<file path="config.mk">
export PLATFORM = sky130hd
export DESIGN_NAME = load_check_state_report_bank
export DESIGN_NICKNAME = d
export VERILOG_FILES = /design/src/load_check_state_report_pkg.sv /design/src/load_check_state_report_bank.sv /design/src/chan_result_latch.sv
export VERILOG_INCLUDE_DIRS = /design/src
export SDC_FILE = /design/constraint.sdc
export NUM_CORES = 1
export LEC_CHECK = 0
export BUFFER_PORTS_ARGS = -buffer_cell sky130_fd_sc_hd__buf_2
export CAP_MARGIN = 20
export CELL_PAD_IN_SITES_DETAIL_PLACEMENT = 1
export CELL_PAD_IN_SITES_GLOBAL_PLACEMENT = 2
export CORE_ASPECT_RATIO = 0.6
export CORE_MARGIN = 5
export CORE_UTILIZATION = 34
export CTS_CLUSTER_SIZE = 25
export DETAILED_ROUTE_END_ITERATION = 8
export PLACE_DENSITY_LB_ADDON = 0.1
export SYNTH_ARGS = -nofsm -noshare
export SYNTH_HDL_FRONTEND = slang
export SYNTH_SLANG_ARGS = --single-unit
</file>
<file path="constraint.sdc">
create_clock -name clk -period 2.8 [get_ports clk]
set_input_delay 0.28 -clock clk [delete_from_list [all_inputs] [get_ports clk]]
set_output_delay 0.28 -clock clk [all_outputs]
set_load 0.005 [all_outputs]
</file>
<file path="src/load_check_state_report_cfg.svh">
// offsets, field positions, reset values for the diagnostic report bank
`ifndef LOAD_CHECK_STATE_REPORT_CFG_SVH
`define LOAD_CHECK_STATE_REPORT_CFG_SVH
`define OFS_FAULT_CH12      8'h0A
`define OFS_FAULT_CH34      8'h0B
`define OFS_LINE_OUT        8'h0C
`define OFS_STATE_CH12      8'h0D
`define OFS_STATE_CH34      8'h0E
`define RST_FAULT           8'h00
`define RST_LINE_OUT        8'h00
`define RST_STATE           8'h24
`define RST_CH_STATE        3'h1
`define BIT_GROUND_SHORT    3
`define BIT_SUPPLY_SHORT    2
`define BIT_OPEN_LOAD       1
`define BIT_SHORTED_LOAD    0
`define POS_STATE_HI        5
`define POS_STATE_LO        2
`define POS_CLEAN_HI        1
`define POS_CLEAN_LO        0
`define ST_AUDIO_ACTIVE     3'h0
`define ST_HIGH_IMPEDANCE   3'h1
`define ST_MUTED            3'h2
`define ST_LOAD_CHECK       3'h3
`define ST_SHUTDOWN_AUTO    3'h4
`define ST_SHUTDOWN         3'h5
`define READ_UNMAPPED       8'h00
`endif

</file>
<file path="src/load_check_state_report_pkg.sv">
// types shared by the diagnostic report bank
package load_check_state_report_pkg;
	typedef enum logic [2:0] {
		audio_output_active,
		high_impedance,
		muted,
		load_check_state,
		protective_shutdown_autorecover,
		protective_shutdown
	} chan_state_t;

	typedef struct packed {
		logic ground_short_flag;
		logic supply_short_flag;
		logic open_load_flag;
		logic shorted_load_flag;
	} load_fault_t;

	typedef struct packed {
		load_fault_t fault;
		logic        line_output_detect_flag;
		logic        load_check_state_clean_done_flag;
	} chan_result_t;

	typedef struct packed {
		logic       rd;
		logic [7:0] addr;
	} rd_req_t;

	typedef struct packed {
		logic [7:0] fault_ch12;
		logic [7:0] fault_ch34;
		logic [7:0] line_out;
		logic [7:0] state_ch12;
		logic [7:0] state_ch34;
	} report_regs_t;

	typedef struct packed {
		report_regs_t regs;
		logic [7:0]   rdata;
		logic         rvalid;
	} report_state_t;
endpackage : load_check_state_report_pkg

</file>
<file path="src/load_check_state_report_bank.sv">
// read-only load-diagnostic and channel-state report register bank
//
// Overview of operation
// - ground short flag per channel; channel 1 bit 7, channel 2 bit 3.
// - supply short flag per channel; channel 1 bit 6, channel 2 bit 2.
// - open load flag per channel; channel 1 bit 5, channel 2 bit 1.
// - shorted load flag per channel; channel 1 bit 4, channel 2 bit 0.
// - channels 1/2 at 0xA, 3/4 at 0xB, lower channel upper nibble.
// - line-output flags at 0xC, channel 1 bit 3 to 4 bit 0.
// - report registers read-only; fault and line-output registers reset to 0x00.
// - state field three bits: audio_output_active, hi-z, mute, load_check_state, shutdown-auto, shutdown.
// - 0xD holds channel 1 state 7-5, channel 2 4-2, resets 0x24.
// - clean completion flag set only when diagnostics finish fault free.
// - read-only channel 3/4 state register at 0xE resets 0x24.
// - 0xE holds channel 3/4 states and clean flags as 0xD does.
`timescale 1ns/1ps
`include "load_check_state_report_cfg.svh"
module load_check_state_report_bank
	import load_check_state_report_pkg::*;
#(
	parameter int NUM_CH = 4
) (
	input  wire logic                    clk,
	input  wire logic                    reset,
	input  wire rd_req_t                 rd_req,
	input  wire logic [NUM_CH-1:0]       run_done,
	input  wire logic [NUM_CH-1:0]       line_output_check_en,
	input  wire chan_result_t [NUM_CH-1:0] result_in,
	input  wire chan_state_t [NUM_CH-1:0]  chan_state,
	output logic [7:0]                   rdata,
	output logic                         rvalid
);
	chan_result_t [NUM_CH-1:0] held;
	report_state_t st_q;
	report_state_t st_d;

	for (genvar c = 0; c < NUM_CH; c++) begin : g_ch
		chan_result_latch u_latch (
			.clk                  (clk),
			.reset                (reset),
			.run_done             (run_done[c]),
			.line_output_check_en (line_output_check_en[c]),
			.result_in            (result_in[c]),
			.result_q             (held[c])
		);
	end

	// pack two channels' faults, lower channel in the upper nibble
	function automatic logic [7:0] pack_faults(input load_fault_t hi,
		input load_fault_t lo);
		logic [7:0] v;
		v = '0;
		v[4+`BIT_GROUND_SHORT] = hi.ground_short_flag;
		v[4+`BIT_SUPPLY_SHORT] = hi.supply_short_flag;
		v[4+`BIT_OPEN_LOAD]    = hi.open_load_flag;
		v[4+`BIT_SHORTED_LOAD] = hi.shorted_load_flag;
		v[`BIT_GROUND_SHORT]   = lo.ground_short_flag;
		v[`BIT_SUPPLY_SHORT]   = lo.supply_short_flag;
		v[`BIT_OPEN_LOAD]      = lo.open_load_flag;
		v[`BIT_SHORTED_LOAD]   = lo.shorted_load_flag;
		return v;
	endfunction : pack_faults

	// pack two channel states and clean flags
	function automatic logic [7:0] pack_state(input chan_state_t s_hi,
		input chan_state_t s_lo, input logic c_hi, input logic c_lo);
		logic [7:0] v;
		v = '0;
		v[`POS_STATE_HI +: 3] = s_hi;
		v[`POS_STATE_LO +: 3] = s_lo;
		v[`POS_CLEAN_HI]      = c_hi;
		v[`POS_CLEAN_LO]      = c_lo;
		return v;
	endfunction : pack_state

	always_comb begin
		st_d = st_q;
		st_d.regs.fault_ch12 = pack_faults(held[0].fault,
			held[1].fault);
		st_d.regs.fault_ch34 = pack_faults(held[2].fault,
			held[3].fault);
		st_d.regs.line_out = {4'h0, held[0].line_output_detect_flag,
			held[1].line_output_detect_flag,
			held[2].line_output_detect_flag,
			held[3].line_output_detect_flag};
		st_d.regs.state_ch12 = pack_state(chan_state[0], chan_state[1],
			held[0].load_check_state_clean_done_flag,
			held[1].load_check_state_clean_done_flag);
		st_d.regs.state_ch34 = pack_state(chan_state[2], chan_state[3],
			held[2].load_check_state_clean_done_flag,
			held[3].load_check_state_clean_done_flag);
		// read decode, no side effect on any flag
		st_d.rvalid = rd_req.rd;
		st_d.rdata  = st_q.rdata;
		if (rd_req.rd) begin
			if (rd_req.addr == `OFS_FAULT_CH12) begin
				st_d.rdata = st_q.regs.fault_ch12;
			end else if (rd_req.addr == `OFS_FAULT_CH34) begin
				st_d.rdata = st_q.regs.fault_ch34;
			end else if (rd_req.addr == `OFS_LINE_OUT) begin
				st_d.rdata = st_q.regs.line_out;
			end else if (rd_req.addr == `OFS_STATE_CH12) begin
				st_d.rdata = st_q.regs.state_ch12;
			end else if (rd_req.addr == `OFS_STATE_CH34) begin
				st_d.rdata = st_q.regs.state_ch34;
			end else begin
				st_d.rdata = `READ_UNMAPPED;
			end
		end
	end

	always_ff @(posedge clk or posedge reset) begin
		if (reset) begin
			st_q.regs.fault_ch12 <= `RST_FAULT;
			st_q.regs.fault_ch34 <= `RST_FAULT;
			st_q.regs.line_out   <= `RST_LINE_OUT;
			st_q.regs.state_ch12 <= `RST_STATE;
			st_q.regs.state_ch34 <= `RST_STATE;
			st_q.rdata           <= 8'h00;
			st_q.rvalid          <= 1'b0;
		end else begin
			st_q <= st_d;
		end
	end

	assign rdata  = st_q.rdata;
	assign rvalid = st_q.rvalid;
endmodule : load_check_state_report_bank

</file>
<file path="src/chan_result_latch.sv">
// per-channel result holder, updated only at end of a diagnostic run
`timescale 1ns/1ps
`include "load_check_state_report_cfg.svh"
module chan_result_latch
	import load_check_state_report_pkg::*;
(
	input  wire logic         clk,
	input  wire logic         reset,
	input  wire logic         run_done,
	input  wire logic         line_output_check_en,
	input  wire chan_result_t result_in,
	output chan_result_t      result_q
);
	typedef struct packed {
		chan_result_t res;
	} latch_state_t;

	latch_state_t st_q;
	latch_state_t st_d;

	always_comb begin
		st_d = st_q;
		if (run_done) begin
			st_d.res = result_in;
			// line-output flag only evaluated when enabled
			st_d.res.line_output_detect_flag =
				result_in.line_output_detect_flag & line_output_check_en;
			// clean completion only when no fault found
			st_d.res.load_check_state_clean_done_flag = result_in.load_check_state_clean_done_flag
				& ~(|result_in.fault);
		end
	end

	always_ff @(posedge clk or posedge reset) begin
		if (reset) begin
			st_q <= '0;
		end else begin
			st_q <= st_d;
		end
	end

	assign result_q = st_q.res;
endmodule : chan_result_latch

</file>
==> flow_metrics.env <==
export IMPL_start_util=0.352
export IMPL_synth_async_reset_ratio=1.00
export IMPL_placed_cell_area_sq_um=2950
export IMPL_reg2regPathDepth=3
export IMPL_worst_slew_pin_slew_ps=683
export IMPL_root_buffer="clkbuf_16"
export IMPL_ff2ff_setup_slack_ps=1680
export IMPL_fmax_mhz=782
export IMPL_setup_slack_ps=1520
export IMPL_status="finished, final reports clean"
export IMPL_path_delay_family="simple AND/OR/NAND/NOR gates"
export IMPL_p_leak_nw=1.49
export IMPL_setup_worst_path_class="in -> reg"
export IMPL_finalCriticalPeriod_ps=1280
export IMPL_slowest_delay_ps=570
export IMPL_final_setup_viol_count=0
export IMPL_multi_input_area_sq_um=677
export IMPL_dpl_hpwl_mm=4.15
export IMPL_drive_gt1_frac=0.382
export IMPL_r2r_start="st_q[15]"
export IMPL_timing_final_crit_share=0.457
export IMPL_core_area_sq_um=7330
export IMPL_p_int_mw=1.78
export IMPL_insertion_delay_ps=330
export IMPL_drc_errors=0
export IMPL_viasPerCell=4.51
export IMPL_fillerInstances=823
export IMPL_firstDrtPassIters=5
export IMPL_synth_area_leaders="dfrtp_1, mux2_2, dfstp_2"
export IMPL_rr_endpoint="rdata[6]"
export IMPL_die_height_um=77.5
export IMPL_grt_use_total=0.124
export IMPL_drv_cap=0
export IMPL_p_comb_frac=0.067
export IMPL_fin_nets=318
export IMPL_crit_path_start_kind="input pin"
export IMPL_ys_seq_area_frac=0.672
export IMPL_synth_cells=206
export IMPL_ir_drop_v=0.000321
export IMPL_grt_pass1_vias=1726
export IMPL_end_kind="flop"
export IMPL_finalHoldViolCount=0
export IMPL_min_to="st_q[19]"
export IMPL_yosys_most_used_dff="dfrtp_1"
export IMPL_drt_iter0_drc=102
export IMPL_synth_edf_count=0
export IMPL_syn_area_per_cell_sq_um=12.5
export IMPL_cts_setup_buffers=0
export IMPL_n_antenna_cell=0
export IMPL_dpl_worst_slack_ps=1180
export IMPL_wl_per_cell_um=14.8
export IMPL_cts_num_sinks=69
export IMPL_dieArea_sq_um=9480
export IMPL_ys_ff_latch=69
export IMPL_grt_pass1_wl_mm=8.83
export IMPL_h_tree_depth=3
export IMPL_p_clk_frac=0.447
export IMPL_min_delay_start="chan_state[3]"
export IMPL_grt_max_degree=39
export IMPL_whs_path_depth=1
export IMPL_path_clk_slew_ps=50
export IMPL_die_width_um=122
export IMPL_utilization=0.439
export IMPL_cts_resized=0
export IMPL_arrival_ps=1490
export IMPL_port_buffers=63
export IMPL_ant_nets=0
export IMPL_cp_required_ps=3010
export IMPL_synth_yosys_warnings=0
export IMPL_cts_hold_buf=0
export IMPL_synth_distinct_cells=27
export IMPL_overflow=0
export IMPL_cp_num_buf_inv=1
export IMPL_fin_skew_ps=4.64
export IMPL_power_density_nw_per_um2=703
export IMPL_slowest_stage="or4_4"
export IMPL_rsz0062_at_grt="no"
export IMPL_power_frac_seq=0.485
export IMPL_p_switching_mw=0.480
export IMPL_cts_buffers=9
export IMPL_final_seq_area_sq_um=1730
export IMPL_routed_wl_mm=5.48
export IMPL_synth_top_cell_area_share=0.631
export IMPL_cp_max_fo=4
export IMPL_cts_tree="built"
export IMPL_gp_congestion=0.745
export IMPL_p_total_mw=2.26
export IMPL_vias=1675
export IMPL_synth_nets=261
export IMPL_ctsLongestPathBuffers=2
export IMPL_slew_headroom=0.544
export IMPL_switching_share=0.212
export IMPL_final_max_slew_viol_count=0
export IMPL_crit_chain="buf_2 -> or4_4 -> nor3_4 -> nand2b_1 -> and3_1"
export IMPL_antenna_found_initial=0
export IMPL_areaGrowthSynthToFinish_pct=24.7
export IMPL_final_setup_tns_ps=0
export IMPL_rows=24
export IMPL_hp_class="in -> reg"
export IMPL_syn_cell_area_sq_um=2580
export IMPL_synth_largest_area_cell="dfrtp_1"
export IMPL_post_route_cell_area_sq_um=3220
export IMPL_ios=64
[through the flow]
stage	hold slack (ps)	cells
CTS	30.7	371
finish	52.1	371
detailed placement	360	356
floorplan	284	206
global placement	359	356
global route	29.5	371
[registers in the layout, summed over array words and instances, names as in the netlist]
name and count:
st_q 36, rdata 8, g_ch.u_latch.result_q 24, rvalid 1
[synth_stat cells, types with 7 or more instances]
cell	instances
mux2_2	17
o21ai_0	15
clkbuf_1	8
a21oi_1	9
inv_1	19
nand2b_1	7
dfrtp_1	65
buf_4	8
nand2_1	8
nand3_1	10
[worst register-to-register path: stages (launching register included)]
cell	delay (ps)
dfrtp_1	370
nand2b_1	140
a222oi_1	350
o22ai_1	140
[power groups by stage]
stage | registers, mW | clock network, mW | logic [mW]
6_report | 1.10 | 1.01 | 0.152
5_1_grt | 1.11 | 1.10 | 0.173
4_1_cts | 1.10 | 1.05 | 0.157
3_5_place_dp | 1.12 | 0 | 0.157
3_3_place_gp | 1.12 | 0 | 0.154
2_1_floorplan | 1.10 | 0 | 0.0916
[area by class of cell]
class                           instances  share of cell area
Multi-Input combinational cell        100               0.211
Tap cell                              104              0.0405
Inverter                               19              0.0222
Timing Repair Buffer                   64               0.104
Clock buffer                           13              0.0809
Sequential cell                        69               0.539
Clock inverter                          2             0.00311
[layer usage]
metal	vias to the layer above	wire, um	GRT usage
li1	807	-	-
met2	45	2460	0.172
met4	0	38	0.0402
met5	-	0	0
met3	5	380	0.0603
met1	818	2600	0.172
[cell usage in the layout, fill, tap and decap left out, types with 2 or more instances in the layout]
master | synthesis | routed
o211ai_1 | 3 | 3
buf_2 | 1 | 63
nand4_1 | 2 | 2
mux2_2 | 17 | 17
nor2b_1 | 4 | 4
nor2_1 | 4 | 4
clkbuf_16 | 0 | 9
o21ai_0 | 15 | 15
a222oi_1 | 4 | 4
nor3_1 | 3 | 3
nand2_1 | 8 | 8
nand2b_1 | 7 | 7
dfstp_2 | 4 | 4
clkbuf_1 | 8 | 2
nor4_1 | 4 | 4
nand3_1 | 10 | 10
clkinv_2 | 0 | 2
o22ai_1 | 4 | 4
a21oi_1 | 9 | 9
dfrtp_1 | 65 | 65
inv_1 | 19 | 18
clkbuf_8 | 0 | 2
[cell families after synthesis]
group | synth area share
AND/OR/NAND/NOR | 0.108
AO/OA/AOI/OAI | 0.0805
flip-flops | 0.672
multiplexers | 0.0742
buffers and inverters | 0.0660
[worst max path at each step]
| stage | from | cells past startpoint | slack, ps | endpoint |
|---|---|---|---|---|
| finish | rd_req[7] | 5 | 1520 | rdata[3] |
| global route | rd_req[1] | 5 | 1440 | rdata[1] |
| CTS | rd_req[7] | 5 | 1530 | rdata[3] |
| detailed placement | rd_req[1] | 5 | 1180 | rdata[1] |
| global placement | rd_req[7] | 5 | 1210 | rdata[1] |
| floorplan | reset | 1 | 790 | g_ch[0].u_latch.result_q[0] |
No activity file was read; power rests on OpenSTA's default activity.
